--- config.mk ---
export PLATFORM = sky130hd
export DESIGN_NAME = srap_port
export DESIGN_NICKNAME = d
export VERILOG_FILES = /design/src/verilog/srap_pkg.sv /design/src/verilog/srap_port.sv
export SDC_FILE = /design/constraint.sdc
export NUM_CORES = 1
export LEC_CHECK = 0
export ABC_AREA = 1
export ABC_CLOCK_PERIOD_IN_PS = 2550
export BUFFER_PORTS_ARGS = -buffer_cell sky130_fd_sc_hd__clkbuf_2
export CORE_ASPECT_RATIO = 1.75
export CORE_MARGIN = 2
export CORE_UTILIZATION = 59
export DETAILED_ROUTE_END_ITERATION = 12
export HOLD_SLACK_MARGIN = 0.1
export PLACE_DENSITY = 0.8
export SLEW_MARGIN = 40
export SYNTH_ARGS = -nofsm -noshare
export SYNTH_HDL_FRONTEND = slang
export SYNTH_SLANG_ARGS = --single-unit
--- constraint.sdc ---
create_clock -name clk -period 2.55 [get_ports clk]
set_clock_uncertainty 0.15 [all_clocks]
set_input_delay 0 -clock clk [delete_from_list [all_inputs] [get_ports clk]]
set_output_delay 0 -clock clk [all_outputs]
set_load 0.005 [all_outputs]
--- src/verilog/srap_pkg.sv ---
/*
 constants, carriers and state types of the serial register access port.
 assumes one system clock that oversamples the serial clock by at least four.
*/
// Function
// - i2c write opens with address 111011 plus select-pin bit, direction bit zero
// - after write address, register address and data pairs follow until stop
// - read direction returns auto-incremented registers until master nack and stop
// - spi modes 00 and 11 chosen by clock level sampled after select falls
// - three-wire select makes data-in pin bidirectional, protocol otherwise unchanged
// - in three-wire operation the data output pin is never driven
// - spi data sampled on rising clock, output changed on falling clock
// - spi transaction runs while active-low select is low; clock steady at edges
// - spi control byte: bit 7 direction, lower seven bits register address
// - spi write is control and data pairs under one select, back to back
// - spi read: control byte, one dummy byte, then register data bytes
// - spi read advances register address by one after each data byte
// - any select low disables i2c until next power-on reset
// - i2c address low bit follows the address-select pin during operation
package srap_pkg;

   // ----------------------------------------------------------------
   // pin vector positions
   // ----------------------------------------------------------------
   localparam int PIN_SCK = 0;
   localparam int PIN_SDI = 1;
   localparam int PIN_CSB = 2;
   localparam int PIN_SA  = 3;
   localparam int PIN_W   = 4;
   // every pin idles high, so no false edge is seen right after reset
   localparam logic [PIN_W-1:0] PIN_IDLE = 4'hF;

   // ----------------------------------------------------------------
   // protocol constants
   // ----------------------------------------------------------------
   localparam logic [5:0] I2C_ADDR_HI  = 6'h3B;
   localparam logic [3:0] LAST_BIT     = 4'h7;
   localparam logic [3:0] BYTE_BITS    = 4'h8;
   localparam logic [3:0] CNT_STEP     = 4'h1;
   localparam int         RW_BIT       = 7;
   localparam logic       SPI_ADDR_MSB = 1'h1;
   localparam logic [7:0] ADDR_STEP    = 8'h01;
   localparam logic [7:0] DUMMY_BYTE   = 8'h00;

   // ----------------------------------------------------------------
   // carriers and states
   // ----------------------------------------------------------------
   typedef struct packed {
      logic [7:0] addr;
      logic [7:0] wdata;
      logic       wr;
      logic       rd;
   } srap_reg_req_type;

   typedef enum {SP_CTRL, SP_WDATA, SP_DUMMY, SP_RDATA} srap_spi_phase_type;
   typedef enum {I_IDLE, I_RX, I_ACK, I_LOAD, I_TX, I_MACK} srap_i2c_state_type;
   typedef enum {K_DEV, K_REG, K_DATA} srap_i2c_stage_type;

endpackage : srap_pkg

--- src/verilog/srap_port.sv ---
/*
 serial register access port: i2c slave and 3/4-wire spi slave onto a
 simple register request bus.
 assumes reg_rdata is combinational from reg_req.addr, on the clk domain.
*/
`timescale 1ns/1ps
module srap_port (
   // clock and reset
   input  wire logic                      clk,
   input  wire logic                      rst_b,
   // serial pins
   input  wire logic                      sck_in,
   input  wire logic                      csb_n_in,
   input  wire logic                      sdi_in,
   output logic                           sdi_out,
   output logic                           sdi_oe,
   input  wire logic                      sdo_in,
   output logic                           sdo_out,
   output logic                           sdo_oe,
   // configuration and status
   input  wire logic                      three_wire_select,
   output logic                           spi_mode11,
   output logic                           i2c_disabled,
   // register side
   output srap_pkg::srap_reg_req_type     reg_req,
   input  wire logic [7:0]                reg_rdata
);
   import srap_pkg::*;

   // ----------------------------------------------------------------
   // pin synchronisers
   // ----------------------------------------------------------------
   logic [PIN_W-1:0] pin_meta_reg;
   logic [PIN_W-1:0] pin_sync_reg;
   logic [PIN_W-1:0] pin_prev_reg;

   always_ff @(posedge clk or negedge rst_b) begin
      if (!rst_b) begin
         pin_meta_reg <= PIN_IDLE;
         pin_sync_reg <= PIN_IDLE;
         pin_prev_reg <= PIN_IDLE;
      end else begin
         pin_meta_reg <= {sdo_in, csb_n_in, sdi_in, sck_in};
         pin_sync_reg <= pin_meta_reg;
         pin_prev_reg <= pin_sync_reg;
      end
   end

   logic               i2c_dis_reg,  i2c_dis_next;
   logic               mode11_reg,   mode11_next;
   srap_spi_phase_type phase_reg,    phase_next;
   srap_i2c_state_type ist_reg,      ist_next;
   srap_i2c_stage_type stage_reg,    stage_next;
   logic               i2c_rw_reg,   i2c_rw_next;
   logic [3:0]         cnt_reg,      cnt_next;
   logic [7:0]         rx_reg,       rx_next;
   logic [7:0]         tx_reg,       tx_next;
   logic               out_bit_reg,  out_bit_next;
   logic               sdo_oe_reg,   sdo_oe_next;
   logic               sdi_oe_reg,   sdi_oe_next;
   srap_reg_req_type   req_reg,      req_next;

   logic sck_rise;
   logic sck_fall;
   logic csb_fall;
   logic spi_act;
   logic i2c_en;
   logic i2c_start;
   logic i2c_stop;
   logic [7:0] rx_byte;

   assign sck_rise  = pin_sync_reg[PIN_SCK] & ~pin_prev_reg[PIN_SCK];
   assign sck_fall  = ~pin_sync_reg[PIN_SCK] & pin_prev_reg[PIN_SCK];
   assign csb_fall  = ~pin_sync_reg[PIN_CSB] & pin_prev_reg[PIN_CSB];
   assign spi_act   = ~pin_sync_reg[PIN_CSB];
   // clock steady while select moves, so a select edge never doubles as a clock edge
   assign i2c_en    = ~i2c_dis_reg & pin_sync_reg[PIN_CSB];
   assign i2c_start = i2c_en & pin_sync_reg[PIN_SCK] & pin_prev_reg[PIN_SCK]
                      & ~pin_sync_reg[PIN_SDI] & pin_prev_reg[PIN_SDI];
   assign i2c_stop  = i2c_en & pin_sync_reg[PIN_SCK] & pin_prev_reg[PIN_SCK]
                      & pin_sync_reg[PIN_SDI] & ~pin_prev_reg[PIN_SDI];
   assign rx_byte   = {rx_reg[6:0], pin_sync_reg[PIN_SDI]};

   // ----------------------------------------------------------------
   // protocol engine
   // ----------------------------------------------------------------
   always_comb begin
      i2c_dis_next = i2c_dis_reg;
      mode11_next  = mode11_reg;
      phase_next   = phase_reg;
      ist_next     = ist_reg;
      stage_next   = stage_reg;
      i2c_rw_next  = i2c_rw_reg;
      cnt_next     = cnt_reg;
      rx_next      = rx_reg;
      tx_next      = tx_reg;
      out_bit_next = out_bit_reg;
      sdo_oe_next  = 1'h0;
      sdi_oe_next  = sdi_oe_reg;
      req_next     = req_reg;
      req_next.wr  = 1'h0;
      req_next.rd  = 1'h0;
      if (req_reg.rd) begin
         req_next.addr = req_reg.addr + ADDR_STEP;
      end
      if (csb_fall) begin
         i2c_dis_next = 1'h1;
         mode11_next  = pin_sync_reg[PIN_SCK];
         phase_next   = SP_CTRL;
         ist_next     = I_IDLE;
         cnt_next     = 4'h0;
         tx_next      = DUMMY_BYTE;
         out_bit_next = 1'h0;
         sdi_oe_next  = 1'h0;
      end else if (spi_act) begin
         if (sck_rise) begin
            rx_next  = rx_byte;
            cnt_next = cnt_reg + CNT_STEP;
            if (cnt_reg == LAST_BIT) begin
               cnt_next = 4'h0;
               case (phase_reg)
                  SP_CTRL: begin
                     req_next.addr = {SPI_ADDR_MSB, rx_byte[6:0]};
                     phase_next    = rx_byte[RW_BIT] ? SP_DUMMY : SP_WDATA;
                  end
                  SP_WDATA: begin
                     req_next.wdata = rx_byte;
                     req_next.wr    = 1'h1;
                     phase_next     = SP_CTRL;
                  end
                  default: begin
                     // dummy or data byte ends here, so the next data byte is loaded now
                     tx_next     = reg_rdata;
                     req_next.rd = 1'h1;
                     phase_next  = SP_RDATA;
                  end
               endcase
            end
         end else if (sck_fall) begin
            out_bit_next = tx_reg[7];
            tx_next      = {tx_reg[6:0], 1'h0};
            // turn the shared pin round on a falling edge, once the host has let go
            sdi_oe_next  = three_wire_select
                           & (phase_reg == SP_DUMMY || phase_reg == SP_RDATA);
         end
         sdo_oe_next = ~three_wire_select;
      end else if (!i2c_en) begin
         sdi_oe_next = 1'h0;
      end else if (i2c_stop) begin
         ist_next    = I_IDLE;
         sdi_oe_next = 1'h0;
      end else if (i2c_start) begin
         ist_next    = I_RX;
         stage_next  = K_DEV;
         cnt_next    = 4'h0;
         sdi_oe_next = 1'h0;
      end else begin
         case (ist_reg)
            I_RX: begin
               if (sck_rise) begin
                  rx_next  = rx_byte;
                  cnt_next = cnt_reg + CNT_STEP;
                  if (cnt_reg == LAST_BIT) begin
                     cnt_next = 4'h0;
                     ist_next = I_ACK;
                     case (stage_reg)
                        K_DEV: begin
                           if (rx_byte[7:1] == {I2C_ADDR_HI,
                                                pin_sync_reg[PIN_SA]}) begin
                              i2c_rw_next = rx_byte[0];
                              stage_next  = K_REG;
                           end else begin
                              ist_next = I_IDLE;
                           end
                        end
                        K_REG: begin
                           req_next.addr = rx_byte;
                           stage_next    = K_DATA;
                        end
                        default: begin
                           req_next.wdata = rx_byte;
                           req_next.wr    = 1'h1;
                           stage_next     = K_REG;
                        end
                     endcase
                  end
               end
            end
            I_ACK: begin
               if (sck_fall) begin
                  sdi_oe_next = 1'h1;
                  ist_next    = I_LOAD;
               end
            end
            I_LOAD: begin
               if (sck_fall) begin
                  if (i2c_rw_reg) begin
                     tx_next     = {reg_rdata[6:0], 1'h0};
                     sdi_oe_next = ~reg_rdata[7];
                     req_next.rd = 1'h1;
                     cnt_next    = 4'h0;
                     ist_next    = I_TX;
                  end else begin
                     sdi_oe_next = 1'h0;
                     ist_next    = I_RX;
                  end
               end
            end
            I_TX: begin
               if (sck_rise) begin
                  cnt_next = cnt_reg + CNT_STEP;
               end else if (sck_fall) begin
                  if (cnt_reg == BYTE_BITS) begin
                     sdi_oe_next = 1'h0;
                     ist_next    = I_MACK;
                  end else begin
                     sdi_oe_next = ~tx_reg[7];
                     tx_next     = {tx_reg[6:0], 1'h0};
                  end
               end
            end
            I_MACK: begin
               if (sck_rise) begin
                  ist_next = pin_sync_reg[PIN_SDI] ? I_IDLE : I_LOAD;
               end
            end
            default: begin
               sdi_oe_next = 1'h0;
            end
         endcase
      end
   end

   always_ff @(posedge clk or negedge rst_b) begin
      if (!rst_b) begin
         i2c_dis_reg <= 1'h0;
         mode11_reg  <= 1'h0;
         phase_reg   <= SP_CTRL;
         ist_reg     <= I_IDLE;
         stage_reg   <= K_DEV;
         i2c_rw_reg  <= 1'h0;
         cnt_reg     <= 4'h0;
         rx_reg      <= 8'h00;
         tx_reg      <= 8'h00;
         out_bit_reg <= 1'h0;
         sdo_oe_reg  <= 1'h0;
         sdi_oe_reg  <= 1'h0;
         req_reg     <= '0;
      end else begin
         i2c_dis_reg <= i2c_dis_next;
         mode11_reg  <= mode11_next;
         phase_reg   <= phase_next;
         ist_reg     <= ist_next;
         stage_reg   <= stage_next;
         i2c_rw_reg  <= i2c_rw_next;
         cnt_reg     <= cnt_next;
         rx_reg      <= rx_next;
         tx_reg      <= tx_next;
         out_bit_reg <= out_bit_next;
         sdo_oe_reg  <= sdo_oe_next;
         sdi_oe_reg  <= sdi_oe_next;
         req_reg     <= req_next;
      end
   end

   // i2c drives only low, and out_bit stays zero until spi, which locks i2c out
   assign sdi_out      = out_bit_reg;
   assign sdi_oe       = sdi_oe_reg;
   assign sdo_out      = out_bit_reg;
   assign sdo_oe       = sdo_oe_reg;
   assign spi_mode11   = mode11_reg;
   assign i2c_disabled = i2c_dis_reg;
   assign reg_req      = req_reg;
endmodule : srap_port

* Yosys cells after proc, flatten, opt, wreduce, memory -nomap -nowiden *
Index checks and enable logic that the tools add are counted.

operators by class
  add/subtract/negate cells = 2
  eq/ne operators = 51
  mux-type cells = 101
  bitwise logic cells = 23
  reductions and logical operators = 30

operators by type and width
  kind                                                                     number
  32-bit two-way mux                                                       22
  8-bit two-way mux                                                        23
  32-bit case mux with 5 select lines                                      1
  32-bit by 3-bit equality test with 1-bit output (second input constant)  4
  18-bit two-way mux                                                       7
  32-bit by 1-bit equality test with 1-bit output (second input constant)  3
  5-bit inequality test (second input constant)                            13
  32-bit by 2-bit equality test with 1-bit output (second input constant)  2
  32-bit logical NOT                                                       2
  32-bit case mux with 2 select lines                                      1
  17-bit two-way mux                                                       3
  4-bit two-way mux                                                        10
  6-bit inequality test (second input constant)                            4
  1-bit two-way mux                                                        23
  11-bit AND reduction                                                     2
  2-bit nonzero test                                                       11
  9-bit two-way mux                                                        2
  4-bit inequality test (second input constant)                            4
  8-bit case mux with 2 select lines                                       1
  3-bit inequality test (second input constant)                            4
  1-bit NOT                                                                12
  4-bit case mux with 3 select lines                                       1
  12-bit AND reduction                                                     1
  1-bit AND                                                                11
  other kinds (30)                                                         40

word-level totals
  flip-flop bits (word level) = 151
  output and inout port bits = 24
  word-level logic and storage cells = 226

* Longest topological paths before layout *
  depth in word-level cells = 11
  mapped depth = 12

* Worst setup path after synthesis *
OpenSTA, ideal clock, no wires.

  kind = register to register
  from = reg pin_prev_reg[0]
  to = reg tx_reg[0]
  setup time = 0.119 ns
  arrival time = 1.599 ns
  data required time = 2.281 ns
  path slack = 0.682 ns
  cell stages (with the launch flop) = 12
  path buffers = 1
  period minus slack after synthesis = 1.868 ns
  path through = dfstp_2 -> inv_1 -> ha_1 -> buf_2 -> nand3_1 -> inv_1 -> nand2_1 -> nand3_1 -> nor2_4 -> nand3_4 -> nand2_1 -> nand2_1

between the ends
  word-level cells in the longest chain between the ends = 5

RTL lines
  item                                                                        line                                               source
  start: declaration                                                          srap_port.sv:35                                    logic [PIN_W-1:0] pin_prev_reg;
  start signal: assignment                                                    srap_port.sv:45                                    pin_prev_reg <= pin_sync_reg;
  1-bit AND or 1-bit NOT (tied branches)                                      srap_port.sv:78, srap_port.sv:80, srap_port.sv:72
  1-bit AND (on tied branches)                                                srap_port.sv:79, srap_port.sv:72, srap_port.sv:81
  1-bit AND, or another cell as far along                                     srap_port.sv:79                                    & ~pin_sync_reg[PIN_SDI] & pin_prev_reg[PIN_SDI];
  7-bit inequality test (no source line), or another cell as far along        -
  12-bit AND reduction (no source line) or 8-bit two-way mux (tied branches)  -
  end signal: assignment                                                      srap_port.sv:258                                   tx_reg <= tx_next;
  end: declaration                                                            srap_port.sv:57                                    logic [7:0] tx_reg, tx_next;

Parallel ways exist; a longest one is shown, timed or not.
A chain may end at the register's enable or synchronous reset.

* Worst setup path in the final report *
  from = reg pin_sync_reg[0]
  to = reg tx_reg[1]

between the ends
  word-level cells in the longest chain between the ends = 6

RTL lines
  item                                                                             line                              source
  start: declaration                                                               srap_port.sv:34                   logic [PIN_W-1:0] pin_sync_reg;
  start signal: assignment                                                         srap_port.sv:44                   pin_sync_reg <= pin_meta_reg;
  1-bit AND (2 in a row)                                                           srap_port.sv:78, srap_port.sv:80
  1-bit AND (on tied branches) (2 in a row)                                        srap_port.sv:79, srap_port.sv:81
  7-bit inequality test (no source line) or 3-bit inequality test (tied branches)  -
  12-bit AND reduction (no source line)                                            -

Parallel ways exist; a longest one is shown, timed or not.

==> metrics.log <==
INFO  metric yosysTopAreaCell = sky130_fd_sc_hd__dfrtp_1
INFO  metric synth.top_cell.area_share = 0.3326
INFO  metric initial_utilization = 0.6087
INFO  metric max_freq = 443.7 MHz
INFO  metric tightest_slew = 0.6286 ns
INFO  metric cts_buffer_depth = 2
INFO  metric ant_nets = 0
INFO  metric detail_route.wl_per_cell = 15.42 um
INFO  metric async_reset_ff_frac = 1.000
INFO  metric finalSetupViolations = 0
INFO  metric dr_iter_0_viols = 266
INFO  metric cp-startpoint = pin_sync_reg[0]$_DFF_PN1_
INFO  metric top_signal_layer_used = met4
INFO  metric maxSlewHeadroom = 0.5809
INFO  metric stdcell_area = 0.004374 mm2
INFO  metric min-delay-path-class = in2reg
INFO  metric hold_path_startpoint = csb_n_in
INFO  metric synth.net_count = 536
INFO  metric route.vias.total = 3618
INFO  metric main_area_contributors_after_synthesis = sky130_fd_sc_hd__dfrtp_1 (33%), sky130_fd_sc_hd__nand2_1 (17%), sky130_fd_sc_hd__dfstp_2 (7.7%), sky130_fd_sc_hd__nand3_1 (7.4%), sky130_fd_sc_hd__inv_1 (5.6%)
INFO  metric hold-worst-slack = 0.1350 ns
INFO  metric globalRouteOverflowTotal = 0
INFO  metric clk_root_buffer_cell = sky130_fd_sc_hd__clkbuf_8
INFO  metric cts_tree = yes
INFO  metric number_of_hold_slack_violations_in_the_final_timing_report = 0
INFO  metric power_leakage = 0.002235 uW
INFO  metric max-cap-violations = 0
INFO  metric maxSlewViolCount = 0
INFO  metric path_class = reg2reg
INFO  metric setup-tns-final = 0 ns
INFO  metric drt_pass1_iterations = 5
INFO  metric critical_path.max_fanout = 9
INFO  metric grt_setup_unrepaired = no
INFO  metric fp.dieH = 109.6 um
INFO  metric netlist_instances = 516
INFO  metric synth_top_flop_cell = sky130_fd_sc_hd__dfrtp_1
INFO  metric postPlaceCellArea = 0.004030 mm2
INFO  metric synth_mux_area_frac = 0.002993
INFO  metric sum_of_met3_wire_segment_lengths_after_detailed_routing = 372 um
INFO  metric drt-met1-wl = 3.565 mm
INFO  metric path_clk_slew = 0.06 ns
INFO  metric synth_edf_count = 0
INFO  metric hpwlAfterDp = 7.697 mm
INFO  metric die-area = 0.007057 mm2
INFO  metric floorplan.core_area = 0.006181 mm2
INFO  metric reg2reg_depth = 8
INFO  metric count_of_buffers_inserted_at_the_top_level_ports = 38
INFO  metric grt_antenna_before_repair = 0
INFO  metric number_of_sinks_on_the_clock_net = 61
INFO  metric htree_num_levels = 3
INFO  metric p_per_area = 591.9 mW/mm2
INFO  metric result_of_the_run = finished, final reports clean
INFO  metric insertedDiodeCount = 0
INFO  metric timing.critical_path.from_type = flip-flop
INFO  metric cts-buffers-inserted = 9
INFO  metric worstPathRequired = 2.64 ns
INFO  metric layout_worst_path_cycle_share = 0.8838
INFO  metric dieWidth = 64.37 um
INFO  metric sequential_to_total_area_share_from_yosys_stat = 0.4094
INFO  metric synth_top_family_by_area = simple AND/OR/NAND/NOR gates
INFO  metric avgViaCountPerCell = 5.482
INFO  metric largest_register_ff_count = 18
INFO  metric first_global_vias = 3681
INFO  metric finalNetCount = 595
INFO  metric finalWorstPathRequiredPeriod = 2.254 ns
INFO  metric worst-endpoint-arrival = 2.34 ns
INFO  metric post_synthesis_xor_xnor_area_fraction = 0.01630
INFO  metric synth_cell_type_count = 41
INFO  metric grt_use_total = 0.3177
INFO  metric layout.core_utilization = 0.7077
INFO  metric rows = 38
INFO  metric ioPinCount = 39
INFO  metric worst_setup_path_end_kind = flip-flop
INFO  metric clock_latency = 0.35 ns
INFO  metric grt_max_degree = 38
INFO  metric met2WireLength = 5.544 mm
INFO  metric post_synth_instance_area = 0.003762 mm2
INFO  metric n_fill_cell = 553
INFO  metric area.growth.synth_to_final = 16.26%
INFO  metric critical_path.reg2reg.startpoint = pin_sync_reg[0]$_DFF_PN1_
INFO  metric layout_cell_share_with_drive_strength_beyond_1 = 0.1948
INFO  metric post_cts.repair.setup_buffers = 0
INFO  metric vdd_drop_max = 0.4209 mV
INFO  metric drc = 0
INFO  metric synth-adder-area-share = 0.01663
INFO  metric finalWirelength = 10.18 mm
INFO  metric post_synth_and_or_nand_nor_area_fraction = 0.3771
INFO  metric yosysWarnings = 0
INFO  metric hold_depth = 2
INFO  metric avgSynthCellArea = 7.291 um2
INFO  metric synth-compound-area-share = 0.09278
INFO  metric first_pass_grt_wire_length = 16.79 mm
INFO  metric synth.ff_latch_count = 61
INFO  metric place.gp.congestion = 0.9814
==> worst max-delay path, stage by stage, from the launching register on <==
cell	delay, ns
sky130_fd_sc_hd__dfstp_2	0.56
sky130_fd_sc_hd__ha_1	0.40
sky130_fd_sc_hd__inv_1	0.20
sky130_fd_sc_hd__nand3_1	0.12
sky130_fd_sc_hd__nand3_1	0.12
sky130_fd_sc_hd__nor2_4	0.28
sky130_fd_sc_hd__nand3_4	0.16
sky130_fd_sc_hd__nand2_1	0.10
sky130_fd_sc_hd__nand2_1	0.05
==> worst paths after layout <==
| check | endpoint | slack, ns |
|---|---|---|
| worst min-delay path | pin_meta_reg[2]$_DFF_PN1_ | 0.14 |
| worst max register to register | tx_reg[1]$_DFFE_PN0P_ | 0.30 |
| min in group asynchronous | reg_req[3]$_DFFE_PN0P_ | 0.58 |
| worst max-delay path | tx_reg[1]$_DFFE_PN0P_ | 0.30 |
| worst min register to register | pin_sync_reg[1]$_DFF_PN1_ | 0.21 |
| max in group asynchronous | pin_prev_reg[1]$_DFF_PN1_ | 1.23 |
==> layer usage <==
layer  GRT usage  up-vias
met5           0        -
met1      0.3045     1653
li1            -     1776
met3     0.07165       57
met4      0.2280        0
met2      0.5856      132
==> where the power goes <==
part           total (uW)  internal (uW)  leakage [uW]  switching (uW)
sequential           1170           1060      0.000792             113
clock                 845            476      0.000100             369
combinational         570            198       0.00134             372
==> repair_timing <==
action                                 CTS  global route
resized for setup                        0             0
hold buffers                            15             0
endpoints found under the hold margin   75             0
==> cell families (layout without fill, tap and decap cells) <==
| family | Yosys count | after routing |
|---|---|---|
| AOI/OAI and AO/OA | 59 | 59 |
| xor gates and xnor gates | 7 | 7 |
| adders and majority gates | 5 | 5 |
| and+or+nand+nor | 308 | 308 |
| DFF | 61 | 61 |
| buffers and inverters | 75 | 139 |
| muxes | 1 | 1 |
==> synthesized netlist by cell type (5+ instances only) <==
cell / count
sky130_fd_sc_hd__nand3_1: 56
sky130_fd_sc_hd__ha_1: 5
sky130_fd_sc_hd__nand4_1: 14
sky130_fd_sc_hd__dfstp_2: 11
sky130_fd_sc_hd__nand2_1: 173
sky130_fd_sc_hd__nor2_1: 33
sky130_fd_sc_hd__inv_1: 56
sky130_fd_sc_hd__buf_2: 6
sky130_fd_sc_hd__nand2_2: 8
sky130_fd_sc_hd__dfrtp_1: 50
sky130_fd_sc_hd__o21ai_0: 19
sky130_fd_sc_hd__nor2_2: 7
sky130_fd_sc_hd__o21ai_1: 9
sky130_fd_sc_hd__a21oi_1: 18
==> through the flow <==
step                cells  setup WS (ns)  power, uW
global route          660         0.1432       2740
CTS                   660         0.3112       2603
detailed placement    629         0.3443       1733
floorplan             516         0.6817       1549
finish                660         0.2963       2589
global placement      629         0.3704       1722
==> cell type report <==
class,instances,area [um2],area share
multi-input combinational,380,1903,0.4351
clock buffer,12,145.1,0.03318
timing repair buffer,61,400.4,0.09153
tap,80,100.1,0.02288
clock inverter,4,48.80,0.01116
sequential,61,1540,0.3521
inverter,62,236.5,0.05406
==> placed cells by master, fill, tap and decap left out, types with 8 or more instances in the layout <==
cell and n:
sky130_fd_sc_hd__buf_4 8, sky130_fd_sc_hd__o21ai_1 9, sky130_fd_sc_hd__inv_1 56, sky130_fd_sc_hd__dfrtp_1 50, sky130_fd_sc_hd__nand2_2 8, sky130_fd_sc_hd__nand2_1 173, sky130_fd_sc_hd__nor2_1 33, sky130_fd_sc_hd__clkbuf_8 10
sky130_fd_sc_hd__dlygate4sd3_1 15, sky130_fd_sc_hd__dfstp_2 11, sky130_fd_sc_hd__a21oi_1 18, sky130_fd_sc_hd__nand4_1 14, sky130_fd_sc_hd__clkbuf_2 38, sky130_fd_sc_hd__o21ai_0 19, sky130_fd_sc_hd__nand3_1 56
Power figures use the tool's default switching activity.
